[config.mk]
export PLATFORM = sky130hd
export DESIGN_NAME = wdk_watchdog_wakeup
export DESIGN_NICKNAME = d
export VERILOG_FILES = /design/src/design/wdk_pkg.sv /design/src/design/wdk_bcd_down.sv /design/src/design/wdk_tick_div.sv /design/src/design/wdk_watchdog_wakeup.sv
export VERILOG_INCLUDE_DIRS = /design/src /design/src/design
export SDC_FILE = /design/constraint.sdc
export NUM_CORES = 1
export LEC_CHECK = 0
export BUFFER_PORTS_ARGS = -buffer_cell sky130_fd_sc_hd__buf_2
export CAP_MARGIN = 15
export CORE_MARGIN = 2
export CORE_UTILIZATION = 55
export DETAILED_ROUTE_END_ITERATION = 16
export GPL_TIMING_DRIVEN = 0
export HOLD_SLACK_MARGIN = 0.03
export PLACE_DENSITY = 0.76
export SLEW_MARGIN = 30
export SYNTH_ARGS = -nofsm -noshare
export SYNTH_HDL_FRONTEND = slang
export SYNTH_SLANG_ARGS = --single-unit
[constraint.sdc]
create_clock -name clk -period 2.01 [get_ports clk]
set_input_delay 0.1005 -clock clk [delete_from_list [all_inputs] [get_ports clk]]
set_output_delay 0.1005 -clock clk [all_outputs]
set_load 0.01 [all_outputs]
[src/design/wdk_defines.svh]
`ifndef WDK_DEFINES_SVH
`define WDK_DEFINES_SVH

// ----------------------------------------
// Register offsets
// ----------------------------------------
`define WDK_OFF_MONTH     5'h05
`define WDK_OFF_DOG_LO    5'h0c
`define WDK_OFF_DOG_HI    5'h0d
`define WDK_OFF_CTRL_A    5'h0e
`define WDK_OFF_CTRL_B    5'h0f

// ----------------------------------------
// Field positions
// ----------------------------------------
`define WDK_BIT_OSC_STOP  7
`define WDK_BIT_PRS       5
`define WDK_BIT_PAB       4
`define WDK_BIT_TDF       3
`define WDK_BIT_KSF       2
`define WDK_BIT_WDF       1
`define WDK_BIT_IRQ_REQUEST_FLAG      0
`define WDK_BIT_TE        7
`define WDK_BIT_TPE       4
`define WDK_BIT_TIE       3
`define WDK_BIT_KIE       2
`define WDK_BIT_WDE       1
`define WDK_BIT_WDS       0

// ----------------------------------------
// Reset values
// ----------------------------------------
`define WDK_CTRL_B_RST    8'h00
`define WDK_PERIOD_RST    8'h00
`define WDK_PAB_RST       1'b0
`define WDK_PRS_RST       1'b0
`define WDK_BUS_SYNC_RST  16'he000

// ----------------------------------------
// Timing
// ----------------------------------------
`define WDK_CLK_KHZ       25000
`define WDK_DOG_TICK_US   10000
`define WDK_RST_PULSE_NS  1000
`define WDK_KICK_MIN_NS   200

`endif

[src/design/wdk_pkg.sv]
`default_nettype none

package wdk_pkg;

  // Reset pulse sequencer
  typedef enum logic [1:0] {
    WDK_PULSE_IDLE = 2'b01,
    WDK_PULSE_LOW  = 2'b10
  } wdk_pulse_state_t;

endpackage : wdk_pkg

`default_nettype wire

[src/design/wdk_bcd_down.sv]
`default_nettype none

module wdk_bcd_down #(
  parameter int unsigned DIGITS = 4
) (
  // Clock and reset
  input  wire logic                  clk,
  input  wire logic                  rst_b,
  // Period and control
  input  wire logic [4*DIGITS-1:0]   period,
  input  wire logic                  load,
  input  wire logic                  tick,
  // Status
  output logic                       expire
);

  logic [4*DIGITS-1:0] count;
  logic [4*DIGITS-1:0] next_count;
  logic [DIGITS:0]     borrow;
  logic                period_nz;
  logic                at_one;

  assign borrow[0] = 1'b1;
  assign period_nz = (period != '0);
  assign at_one    = (count == {{(4*DIGITS-4){1'b0}}, 4'h1}) || (count == '0);

  // ----------------------------------------
  // Per-digit BCD decrement
  // ----------------------------------------
  genvar g;
  generate
    for (g = 0; g < DIGITS; g++) begin : g_digit
      logic [3:0] d;
      assign d = count[4*g +: 4];
      assign borrow[g+1] = borrow[g] && (d == 4'h0);
      assign next_count[4*g +: 4] = !borrow[g] ? d : ((d == 4'h0) ? 4'h9 : d - 4'h1);
    end
  endgenerate

  always_ff @(posedge clk or negedge rst_b) begin
    if (!rst_b) begin
      count  <= '0;
      expire <= 1'b0;
    end else if (load || !period_nz) begin
      count  <= period;
      expire <= 1'b0;
    end else if (tick && at_one) begin
      count  <= period;
      expire <= 1'b1;
    end else if (tick) begin
      count  <= next_count;
      expire <= 1'b0;
    end else begin
      expire <= 1'b0;
    end
  end

endmodule : wdk_bcd_down

`default_nettype wire

[src/design/wdk_tick_div.sv]
`default_nettype none

module wdk_tick_div #(
  parameter int unsigned CYC = 250000
) (
  // Clock and reset
  input  wire logic clk,
  input  wire logic rst_b,
  // Control
  input  wire logic run,
  input  wire logic restart,
  // Tick
  output logic      tick
);

  localparam int unsigned CW = $clog2(CYC + 1);

  logic [CW-1:0] count;

  always_ff @(posedge clk or negedge rst_b) begin
    if (!rst_b) begin
      count <= '0;
      tick  <= 1'b0;
    end else if (restart) begin
      count <= '0;
      tick  <= 1'b0;
    end else if (run) begin
      if (count == CW'(CYC - 1)) begin
        count <= '0;
        tick  <= 1'b1;
      end else begin
        count <= count + CW'(1);
        tick  <= 1'b0;
      end
    end else begin
      tick <= 1'b0;
    end
  end

endmodule : wdk_tick_div

`default_nettype wire

[src/design/wdk_watchdog_wakeup.sv]
// Behaviour
// - Alarm flag with alarm enable sets interrupt request; never without enable.
// - Supply absent, kick enable: kick pulse sets flag, power request low; IRQ later.
// - Supply present, kick enable: kick flag drives IRQ and power request low.
// - Watchdog enable arms timeout output; steering picks interrupt or reset pin.
// - Steering 0 pulls interrupt low; steering 1 gives one reset low pulse.
// - Reset clears watchdog enable and steering bits.
// - Oscillator stop bit halts oscillator while 1; writable any time.
// - Period is four BCD digits in two registers, 10 ms steps.
// - On expiry the counter reloads the period and continues.
// - Nonzero period: every timeout sets timeout flag regardless of enable.
// - Repetitive mode: timeout sets flag, request flag and interrupt output.
// - Writing a period register reloads the counter; host must keep writing.
// - Reading the flag register clears pending interrupt flags.
// - Single-shot: reset pulse for pulse time, then enable clears.
// - Both period registers zero: watchdog disabled, no timeouts.
// - Period registers have no promised power-up value; host loads them.
// - Wakeup works only with wake power enable and transfer enable set.
// - Wakeup, supply absent: alarm match drives power request, sets alarm flag.
// - Aux battery, kick enable, supply low: long enough kick low pulse requests power, sets flag.
// - Wakeup and kick need running oscillator and auxiliary battery.
// - Request flag is OR of all enabled pending sources.
// - Power release clears on alarm with wake enable, or kick flag with kick enable.
// - Writing 0 to timeout flag clears it.
`include "wdk_defines.svh"

`default_nettype none

module wdk_watchdog_wakeup #(
  parameter int unsigned TICK_CYC  = (`WDK_DOG_TICK_US * `WDK_CLK_KHZ) / 1000,
  parameter int unsigned RST_CYC   = (`WDK_RST_PULSE_NS * `WDK_CLK_KHZ + 999999) / 1000000,
  parameter int unsigned KICK_CYC  = (`WDK_KICK_MIN_NS * `WDK_CLK_KHZ + 999999) / 1000000
) (
  // Clock and reset
  input  wire logic       clk,
  input  wire logic       rst_b,
  // Byte-wide register port
  input  wire logic       bus_cs_b,
  input  wire logic       bus_oe_b,
  input  wire logic       bus_we_b,
  input  wire logic [4:0] bus_addr,
  input  wire logic [7:0] bus_data_in,
  output logic      [7:0] bus_data_out,
  output logic            bus_data_oe_b,
  // Supply and kick pins
  input  wire logic       system_supply,
  input  wire logic       aux_battery,
  input  wire logic       kick_input_n,
  // Alarm match from calendar, one-cycle pulse
  input  wire logic       alarm_hit,
  // Outputs
  output logic            irq_n,
  output logic            rst_out_n,
  output logic            power_on_request_n,
  output logic            power_on_request_oe_b,
  output logic            osc_run
);

  localparam int unsigned RW = (RST_CYC  < 2) ? 2 : $clog2(RST_CYC + 1);
  localparam int unsigned KW = (KICK_CYC < 2) ? 2 : $clog2(KICK_CYC + 1);
  localparam int unsigned RC = (RST_CYC  < 1) ? 1 : RST_CYC;
  localparam int unsigned KC = (KICK_CYC < 1) ? 1 : KICK_CYC;

  // ----------------------------------------
  // Pin synchronisers
  // ----------------------------------------
  logic [15:0] bus_s1;
  logic [15:0] bus_s2;
  logic [2:0]  pin_s1;
  logic [2:0]  pin_s2;

  always_ff @(posedge clk or negedge rst_b) begin
    if (!rst_b) begin
      bus_s1 <= `WDK_BUS_SYNC_RST;
      bus_s2 <= `WDK_BUS_SYNC_RST;
      pin_s1 <= 3'h4;
      pin_s2 <= 3'h4;
    end else begin
      bus_s1 <= {bus_cs_b, bus_oe_b, bus_we_b, bus_addr, bus_data_in};
      bus_s2 <= bus_s1;
      pin_s1 <= {kick_input_n, aux_battery, system_supply};
      pin_s2 <= pin_s1;
    end
  end

  logic       cs_s;
  logic       oe_s;
  logic       we_s;
  logic [4:0] addr_s;
  logic [7:0] data_s;
  logic       kick_s;
  logic       aux_s;
  logic       supply_s;

  assign {cs_s, oe_s, we_s, addr_s, data_s} = bus_s2;
  assign {kick_s, aux_s, supply_s}          = pin_s2;

  // ----------------------------------------
  // Access strobes
  // ----------------------------------------
  logic       rd_act;
  logic       wr_act;
  logic       rd_act_q;
  logic       wr_act_q;
  logic [4:0] addr_q;
  logic [7:0] data_q;
  logic       supply_q;

  assign rd_act = !cs_s && !oe_s;
  assign wr_act = !cs_s && !we_s && oe_s;

  always_ff @(posedge clk or negedge rst_b) begin
    if (!rst_b) begin
      rd_act_q <= 1'b0;
      wr_act_q <= 1'b0;
      addr_q   <= 5'h00;
      data_q   <= 8'h00;
      supply_q <= 1'b0;
    end else begin
      rd_act_q <= rd_act;
      wr_act_q <= wr_act;
      addr_q   <= addr_s;
      supply_q <= supply_s;
      if (wr_act) begin
        data_q <= data_s;
      end
    end
  end

  // Write is taken as the strobe ends, so the data has settled
  logic wr_take;
  logic wr_lo;
  logic wr_hi;
  logic wr_a;
  logic wr_b;
  logic wr_m;
  logic rd_clr;

  assign wr_take = wr_act_q && !wr_act;
  assign wr_lo   = wr_take && (addr_q == `WDK_OFF_DOG_LO);
  assign wr_hi   = wr_take && (addr_q == `WDK_OFF_DOG_HI);
  assign wr_a    = wr_take && (addr_q == `WDK_OFF_CTRL_A);
  assign wr_b    = wr_take && (addr_q == `WDK_OFF_CTRL_B);
  assign wr_m    = wr_take && (addr_q == `WDK_OFF_MONTH);
  // clear on end of flag read or address change
  assign rd_clr  = rd_act_q && (addr_q == `WDK_OFF_CTRL_A) && (!rd_act || addr_s != addr_q);

  // ----------------------------------------
  // Configuration registers
  // ----------------------------------------
  logic [7:0] dog_period_low;
  logic [7:0] dog_period_high;
  logic [7:0] enable_and_steering_control;
  logic       osc_stop;
  logic       power_release;
  logic       prs;
  logic       dog_clr_en;

  logic time_transfer_enable;
  logic wake_power_enable;
  logic alarm_irq_enable;
  logic kick_irq_enable;
  logic dog_enable;
  logic dog_steer;

  assign time_transfer_enable = enable_and_steering_control[`WDK_BIT_TE];
  assign wake_power_enable    = enable_and_steering_control[`WDK_BIT_TPE];
  assign alarm_irq_enable     = enable_and_steering_control[`WDK_BIT_TIE];
  assign kick_irq_enable      = enable_and_steering_control[`WDK_BIT_KIE];
  assign dog_enable           = enable_and_steering_control[`WDK_BIT_WDE];
  assign dog_steer            = enable_and_steering_control[`WDK_BIT_WDS];

  // period value not promised to software; zero keeps the dog quiet
  always_ff @(posedge clk or negedge rst_b) begin
    if (!rst_b) begin
      dog_period_low  <= `WDK_PERIOD_RST;
      dog_period_high <= `WDK_PERIOD_RST;
    end else begin
      if (wr_lo) begin
        dog_period_low <= data_q;
      end
      if (wr_hi) begin
        dog_period_high <= data_q;
      end
    end
  end

  always_ff @(posedge clk or negedge rst_b) begin
    if (!rst_b) begin
      enable_and_steering_control <= `WDK_CTRL_B_RST;
    end else begin
      if (wr_b) begin
        enable_and_steering_control <= data_q;
      end
      // enable drops as reset pulse ends
      if (dog_clr_en) begin
        enable_and_steering_control[`WDK_BIT_WDE] <= 1'b0;
      end
    end
  end

  // oscillator runs only while stop bit is 0
  always_ff @(posedge clk or negedge rst_b) begin
    if (!rst_b) begin
      osc_stop <= 1'b0;
      osc_run  <= 1'b1;
    end else begin
      if (wr_m) begin
        osc_stop <= data_q[`WDK_BIT_OSC_STOP];
      end
      osc_run <= !osc_stop;
    end
  end

  // ----------------------------------------
  // Kick filter
  // ----------------------------------------
  logic [KW-1:0] kick_cnt;
  logic          kick_fall;

  // low must last the minimum kick pulse
  always_ff @(posedge clk or negedge rst_b) begin
    if (!rst_b) begin
      kick_cnt  <= '0;
      kick_fall <= 1'b0;
    end else if (kick_s) begin
      kick_cnt  <= '0;
      kick_fall <= 1'b0;
    end else if (kick_cnt == KW'(KC - 1)) begin
      kick_cnt  <= KW'(KC);
      kick_fall <= 1'b1;
    end else if (kick_cnt == KW'(KC)) begin
      kick_fall <= 1'b0;
    end else begin
      kick_cnt  <= kick_cnt + KW'(1);
      kick_fall <= 1'b0;
    end
  end

  // ----------------------------------------
  // Event qualification
  // ----------------------------------------
  logic batt_ok;
  logic wake_ok;
  logic alarm_set;
  logic kick_set;

  assign batt_ok   = osc_run && aux_s;
  assign wake_ok   = wake_power_enable && time_transfer_enable && batt_ok;
  // alarm wakes regardless of alarm enable
  assign alarm_set = alarm_hit && (supply_s || wake_ok);
  assign kick_set  = kick_fall && (supply_s || (kick_irq_enable && batt_ok));

  // ----------------------------------------
  // Watchdog timer
  // ----------------------------------------
  logic dog_tick;
  logic dog_expire;
  logic dog_load;

  // period write restarts the count
  // Delayed one edge: the period register only holds the new byte after the write edge
  always_ff @(posedge clk or negedge rst_b) begin
    if (!rst_b) begin
      dog_load <= 1'b0;
    end else begin
      dog_load <= wr_lo || wr_hi;
    end
  end

  // 10 ms tick from the clock
  wdk_tick_div #(
    .CYC     (TICK_CYC)
  ) u_tick (
    .clk     (clk),
    .rst_b   (rst_b),
    .run     (osc_run),
    .restart (dog_load),
    .tick    (dog_tick)
  );

  // four BCD digits, 0.01 s to 99.99 s
  wdk_bcd_down #(
    .DIGITS  (4)
  ) u_count (
    .clk     (clk),
    .rst_b   (rst_b),
    .period  ({dog_period_high, dog_period_low}),
    .load    (dog_load),
    .tick    (dog_tick),
    .expire  (dog_expire)
  );

  // ----------------------------------------
  // Flags
  // ----------------------------------------
  logic alarm_match_flag;
  logic kick_flag;
  logic dog_timeout_flag;
  logic irq_request_flag;
  logic irq_src;

  // Hardware set wins over any clear in the same cycle
  always_ff @(posedge clk or negedge rst_b) begin
    if (!rst_b) begin
      alarm_match_flag <= 1'b0;
    end else if (alarm_set) begin
      alarm_match_flag <= 1'b1;
    end else if (rd_clr || (wr_a && !data_q[`WDK_BIT_TDF])) begin
      alarm_match_flag <= 1'b0;
    end
  end

  always_ff @(posedge clk or negedge rst_b) begin
    if (!rst_b) begin
      kick_flag <= 1'b0;
    end else if (kick_set || (wr_a && data_q[`WDK_BIT_KSF])) begin
      kick_flag <= 1'b1;
    end else if (rd_clr || wr_a) begin
      kick_flag <= 1'b0;
    end
  end

  always_ff @(posedge clk or negedge rst_b) begin
    if (!rst_b) begin
      dog_timeout_flag <= 1'b0;
    end else if (dog_expire) begin
      dog_timeout_flag <= 1'b1;
    end else if (rd_clr || (wr_a && !data_q[`WDK_BIT_WDF])) begin
      dog_timeout_flag <= 1'b0;
    end
  end

  assign irq_src = (alarm_match_flag && alarm_irq_enable)
                || (kick_flag && kick_irq_enable)
                || (dog_timeout_flag && dog_enable && !dog_steer);

  // kick flag drives the pin only when enabled
  always_ff @(posedge clk or negedge rst_b) begin
    if (!rst_b) begin
      irq_request_flag <= 1'b0;
      irq_n            <= 1'b1;
    end else begin
      irq_request_flag <= irq_src;
      irq_n            <= !(irq_src && supply_s);
    end
  end

  // ----------------------------------------
  // Power request
  // ----------------------------------------
  // wake or kick clears the release, so the request pulls low
  always_ff @(posedge clk or negedge rst_b) begin
    if (!rst_b) begin
      power_release <= `WDK_PAB_RST;
      prs           <= `WDK_PRS_RST;
    end else begin
      if (wr_a) begin
        prs <= data_q[`WDK_BIT_PRS];
      end
      if ((alarm_match_flag && wake_power_enable && time_transfer_enable)
          || (kick_flag && kick_irq_enable)) begin
        power_release <= 1'b0;
      end else if (wr_a) begin
        power_release <= data_q[`WDK_BIT_PAB];
      end else if (supply_q && !supply_s && !prs) begin
        // Without hold-over the request lets go at power fail
        power_release <= 1'b1;
      end
    end
  end

  // Open drain: value always low, enable active low while pulling
  always_ff @(posedge clk or negedge rst_b) begin
    if (!rst_b) begin
      power_on_request_n    <= 1'b0;
      power_on_request_oe_b <= 1'b1;
    end else begin
      power_on_request_n    <= 1'b0;
      power_on_request_oe_b <= power_release;
    end
  end

  // ----------------------------------------
  // Reset pulse sequencer
  // ----------------------------------------
  wdk_pkg::wdk_pulse_state_t state;
  logic [RW-1:0]             pulse_cnt;

  // steering 1 gives one low pulse
  always_ff @(posedge clk or negedge rst_b) begin
    if (!rst_b) begin
      state      <= wdk_pkg::WDK_PULSE_IDLE;
      pulse_cnt  <= '0;
      rst_out_n  <= 1'b1;
      dog_clr_en <= 1'b0;
    end else begin
      dog_clr_en <= 1'b0;
      case (state)
        wdk_pkg::WDK_PULSE_IDLE: begin
          if (dog_expire && dog_enable && dog_steer) begin
            state     <= wdk_pkg::WDK_PULSE_LOW;
            pulse_cnt <= '0;
            rst_out_n <= 1'b0;
          end
        end
        wdk_pkg::WDK_PULSE_LOW: begin
          if (pulse_cnt == RW'(RC - 1)) begin
            state      <= wdk_pkg::WDK_PULSE_IDLE;
            rst_out_n  <= 1'b1;
            dog_clr_en <= 1'b1;
          end else begin
            pulse_cnt <= pulse_cnt + RW'(1);
          end
        end
        default: begin
          state     <= wdk_pkg::WDK_PULSE_IDLE;
          rst_out_n <= 1'b1;
        end
      endcase
    end
  end

  // ----------------------------------------
  // Read back
  // ----------------------------------------
  logic [7:0] next_rdata;

  always_comb begin
    next_rdata = 8'h00;
    if (addr_s == `WDK_OFF_DOG_LO) begin
      next_rdata = dog_period_low;
    end else if (addr_s == `WDK_OFF_DOG_HI) begin
      next_rdata = dog_period_high;
    end else if (addr_s == `WDK_OFF_CTRL_A) begin
      next_rdata = {2'b00, prs, power_release, alarm_match_flag, kick_flag,
                    dog_timeout_flag, irq_request_flag};
    end else if (addr_s == `WDK_OFF_CTRL_B) begin
      next_rdata = enable_and_steering_control;
    end else if (addr_s == `WDK_OFF_MONTH) begin
      next_rdata = {osc_stop, 7'h00};
    end
  end

  always_ff @(posedge clk or negedge rst_b) begin
    if (!rst_b) begin
      bus_data_out  <= 8'h00;
      bus_data_oe_b <= 1'b1;
    end else begin
      bus_data_out  <= next_rdata;
      bus_data_oe_b <= !rd_act;
    end
  end

endmodule : wdk_watchdog_wakeup

`default_nettype wire

After elaboration in Yosys (flattened, before gate mapping)
Index checks and enable logic that the tools add are counted.

operators by class
  $add $sub $neg = 7
  eq/ne operators = 22
  mux-type cells = 50
  reduce and logical (&&, ||, !) cells = 82

operators by type and width
  operator                 count
  $mux W18                 3
  $mux W16                 3
  $eq A5 B4 Y1 const B     8
  $mux W8                  5
  $logic_and A1 B1 Y1      34
  $mux W4                  7
  $mux W1                  21
  $add A18 B1 Y18 const B  1
  $eq A18 B18 Y1 const B   1
  $eq A16 B1 Y1 const B    1
  $logic_not A16 Y1        1
  $logic_not A4 Y1         4
  $reduce_bool A16 Y1      1
  $sub A4 B1 Y4 const B    4
  $reduce_bool A3 Y1       5
  $logic_not A1 Y1         13
  $logic_or A1 B1 Y1       13
  $reduce_bool A2 Y1       6
  $eq A5 B3 Y1 const B     2
  $mux W5                  2
  $pmux W5 S2              1
  $mux W3                  3
  $reduce_and A2 Y1        4
  $eq A3 B3 Y1 const B     2
  other kinds (12)         16

word-level totals
  register bits = 147
  input bits = 22
  output and inout port bits = 14
  word-level logic and storage cells = 200

Depth between registers and ports, before layout
  depth after elaboration = 10
  gate-level depth with buffers = 8
  mapped depth without buffers = 7

By module
From an unflattened synthesis, not the netlist that was laid out.

second synthesis, totals
  cell total of the unflattened synthesis = 488
  area, all modules = 6168.4 sq um

by module, submodules not included
  module               instances  cells an instance  area an instance (sq um)  sequential area each (sq um)
  wdk_watchdog_wakeup  1          259                4031.4                    2768.9
  wdk_bcd_down         1          132                1148.6                    425.4
  wdk_tick_div         1          97                 988.4                     475.5

Least setup slack after synthesis
No wires, ideal clock.

  path type = register to register
  start = register bus_s2[12]
  end = register bus_data_out[2]
  library setup time = 0.125 ns
  data arrival time = 1.902 ns
  required time = 1.885 ns
  slack = -0.017 ns
  cell stages (with the launch flop) = 6
  path buffers = 0
  period minus slack after synthesis = 2.027 ns
  cells stage by stage = dfrtp_1 nand3b_2 nor3b_4 mux2_2 mux4_2 nor2b_1

on the way
  longest elaborated chain between the ends = 5
  elaborated cells between the ends (all ways) = 8
  those cells by class = eq/ne (4); mux (4)

RTL lines
  item                    RTL line                    source
  from (decl)             wdk_watchdog_wakeup.sv:68   logic [15:0] bus_s2;
  from (signal assigned)  wdk_watchdog_wakeup.sv:75   bus_s2 <= `WDK_BUS_SYNC_RST;
  from (signal assigned)  wdk_watchdog_wakeup.sv:80   bus_s2 <= bus_s1;
  $eq A5 B4 Y1 (no line)  n/a
  $mux W8                 wdk_watchdog_wakeup.sv:438  end else if (addr_s == `WDK_OFF_CTRL_B) begin
  $mux W8                 wdk_watchdog_wakeup.sv:435  end else if (addr_s == `WDK_OFF_CTRL_A) begin
  $mux W8                 wdk_watchdog_wakeup.sv:433  end else if (addr_s == `WDK_OFF_DOG_HI) begin
  $mux W8 *               wdk_watchdog_wakeup.sv:431  if (addr_s == `WDK_OFF_DOG_LO) begin
  net next_rdata[2]       wdk_watchdog_wakeup.sv:427  logic [7:0] next_rdata;
  to (signal assigned)    wdk_watchdog_wakeup.sv:450  bus_data_out <= next_rdata;
  to (decl)               wdk_watchdog_wakeup.sv:43   output logic [7:0] bus_data_out,

The timed path passes the listed nets; every way through them passes the cells marked *.
A chain may end at the register's enable or synchronous reset.

Worst setup path in the final report
  start = register bus_s2[12]
  end = register bus_data_out[0]

Same word-level chain as after synthesis.

==> summary.txt <==
Run status
  – Status: finished, violations left
  – Failing checks: negative setup slack

Global route
  – First-pass GRT wire length: 22,100 um
  – GRT Overall Usage: 0.227
  – Initial antenna violation count: 0
  – Largest net degree at the start of global routing: 79
  – Grt ovf: 0
  – Number of global-route vias before repair: 4,519

Synth
  – Main flop type after synthesis: dfrtp_1
  – Synth warn: 0
  – Post-Syn Instances: 513
  – Sequential element share of the synthesized area: 0.584
  – Syn Nets: around 540
  – Yosys cell types: 66
  – Mapped Avg Cell Area: approximately 12 um2
  – Synthesized flop and latch total: about 150
  – Post-synth EDFFs: 0
  – Async SR Flop Fraction: 1.00
  – Synthesized area: between 6000 and 7000 um2

Clock tree
  – Clk buf depth: 2
  – CTS root buf: clkbuf_16
  – CTS buffer count: 17
  – Clock transition at path regs: around 0.060 ns
  – Clk sinks: about 150
  – TritonCTS clock tree: yes
  – # H-tree levels: 4
  – Clock Latency Late Sink: roughly 0.42 ns

Final layout
  – Fillers: between 700 and 800
  – P&R area growth vs syn: 23.0%
  – Ant diodes: 0
  – Commonest non-fill, non-tap cell in the layout: dfrtp_1
  – Non-Filler Instances: 748
  – Layout cells sized above 1: 0.293
  – Final #Nets: 620
  – Most frequent cells in the layout: dfrtp_1 (130), buf_2 (38), mux2_2 (37), nor2_1 (36), nand2_1 (31)

Power and ir drop
  – Pleak: around 3.4 nW
  – Worst VDD drop: about 700 uV
  – Power Density: about 1100 nW/um2

Route
  – Remaining antenna violation count: 0
  – Pre-Repair DR Iteration Count: 5
  – Drt total wl: around 13,000 um
  – Routed vias: ~4,500
  – Remaining DRCs: 0
  – DR WL/cell: approximately 18 um
  – Initial drt markers: between 300 and 400
  – Avg Vias per Cell: 5.98

Timing
  – Slew HR: 0.621
  – Min cycle time layout: about 2 ns
  – Setup Skew: approximately 0.0052 ns
  – Hold Vio Cnt, Final: 0
  – Actual slew at the worst max-slew pin: approximately 0.57 ns
  – Worst hold slack: 0.213 ns
  – Achievable Freq: about 490 MHz
  – RSZ-0062 raised after global routing: yes
  – Endpoints failing setup: 1
  – Fin worst setup slack: -0.0128 ns
  – Fin crit share: 1.01
  – Final Slew Violations: 0

Critical path
  – Startpoint class of the critical path: flop
  – CP Max Fanout: 6
  – Critical path origin: bus_s2[12]$_DFF_PN0_
  – Arrival time worst endpoint: approximately 2.3 ns
  – Crit Path Class: flop to flop
  – CP Cell Sequence: nand3b_4 -> nor3b_4 -> buf_6 -> mux2_2 -> mux4_2 -> nor2b_4
  – Top Family by Delay on Critical Path: multiplexers
  – Slowest-stage cell, CP: mux4_2
  – Reg2reg start: bus_s2[12]$_DFF_PN0_
  – Endpoint class of the critical path: flop
  – CP required: approximately 2.3 ns
  – CP max stage delay: 0.47 ns
  – Crit path buf inv count: 1

Floorplanning
  – Starting Density: 0.557
  – Core Box Area: between 10,000 and 15,000 um2
  – Rows: 39
  – Boundary pin count: 36
  – Width of the die: around 110 um
  – Die area: about 12,000 um2
  – DIE HEIGHT: around 110 um

Placement
  – Inst Count DP: between 600 and 700
  – IO buf count: 34
  – Final RePlAce weighted congestion: approximately 0.87
  – Post-DP HPWL: about 8500 um

Worst hold path
  – Worst hold path class: primary input to async pin

Flow run
  – Total of max-cap violations: 0
-- power by group --
part,switching (mW),internal [mW],total [mW],leakage (nW)
logic,0.796,0.707,1.50,1.31
registers,0.457,3.30,3.76,1.84
clock network,1.19,2.11,3.30,0.299
total,2.44,6.12,8.56,3.45
-- cell type report --
cell class,count,area (um2),share of cell area
clock inverters,13,184,0.0238
repair buffers,60,452,0.0585
well taps,143,179,0.0232
clock buffers,19,443,0.0573
plain buffers,18,109,0.0141
multi-input cells,340,2650,0.343
flip-flops and latches,146,3670,0.475
inverters,9,33.8,0.00437
-- metrics by stage --
stage	area (um2)	power, mW	setup TNS, ns	util	worst slack (ns)
3_3_place_gp	6640	5.02	-152.28	0.589	-1.12
5_1_grt	7730	8.97	-0.309	0.686	-0.0754
2_1_floorplan	6290	4.66	0	-	0.0750
3_5_place_dp	6680	5.11	-1.15	0.592	-0.182
6_report	7730	8.56	-0.0128	0.686	-0.0128
4_1_cts	7560	8.47	-0.00111	0.671	-0.00111
-- cells in the mapped netlist, types with 8 or more instances --
cell,count,share of area
dfrtp_1,133,0.53
mux2_2,41,0.074
nor2_1,37,0.022
nand2_1,31,0.019
o21ai_0,30,0.024
a21oi_1,14,0.011
nor3_1,14,0.011
dfstp_2,13,0.054
nand3_1,11,0.0088
nor4_1,10,0.010
inv_1,9,0.0054
nor2b_1,9,0.0090
buf_2,8,0.0064
mux2i_1,8,0.013
nand4_1,8,0.0080
xor2_1,8,0.011
-- flip-flops by register name, summed over array words and instances, names as in the netlist, 2 cells and up --
register	count
bus_data_out	8
data_q	8
pin_s1	3
u_tick.count	18
pin_s2	3
dog_period_high	8
state	2
kick_cnt	3
bus_s1	16
dog_period_low	8
bus_s2	16
enable_and_steering_control	8
u_count.count	16
addr_q	5
pulse_cnt	5
-- kinds of logic after synthesis --
group	Yosys count	share of synthesized area
simple gates	178	0.166
flops	146	0.584
xor+xnor	13	0.0181
other cells	1	0.000597
compound gates	87	0.0900
buf+inv	27	0.0213
mux	55	0.108
fa+ha+maj	6	0.0120
-- timing repair --
action | 4_1_cts | 5_1_grt
hold buffers | 21 | 0
endpoints found under the hold margin | 88 | 0
gates resized for setup | 7 | 36
setup endpoints to repair | 19 | 39
setup buffers | 2 | 2
pin swaps | 1 | 5
-- per-layer routing --
| layer | vias to the layer above | share of wire | GRT usage |
|---|---|---|---|
| li1 | 2024 | - | - |
| met1 | 2254 | 0.41 | 0.286 |
| met2 | 165 | 0.51 | 0.383 |
| met3 | 29 | 0.052 | 0.0498 |
| met4 | 0 | 0.021 | 0.0958 |
| met5 | - | 0 | 0 |
-- worst paths after layout --
kind,slack [ns],cells past startpoint,to
max,-0.01,6,bus_data_out[0]$_DFF_PN0_
min reg2reg,0.35,0,bus_s2[2]$_DFF_PN0_
min,0.21,2,u_tick.count[4]$_DFFE_PN0P_
min in group clk,0.32,2,bus_s1[13]$_DFF_PN1_
max reg2reg,-0.01,6,bus_data_out[0]$_DFF_PN0_
max in group asynchronous,1.06,3,dog_period_high[3]$_DFFE_PN0P_
Power figures use the tool's default switching activity.
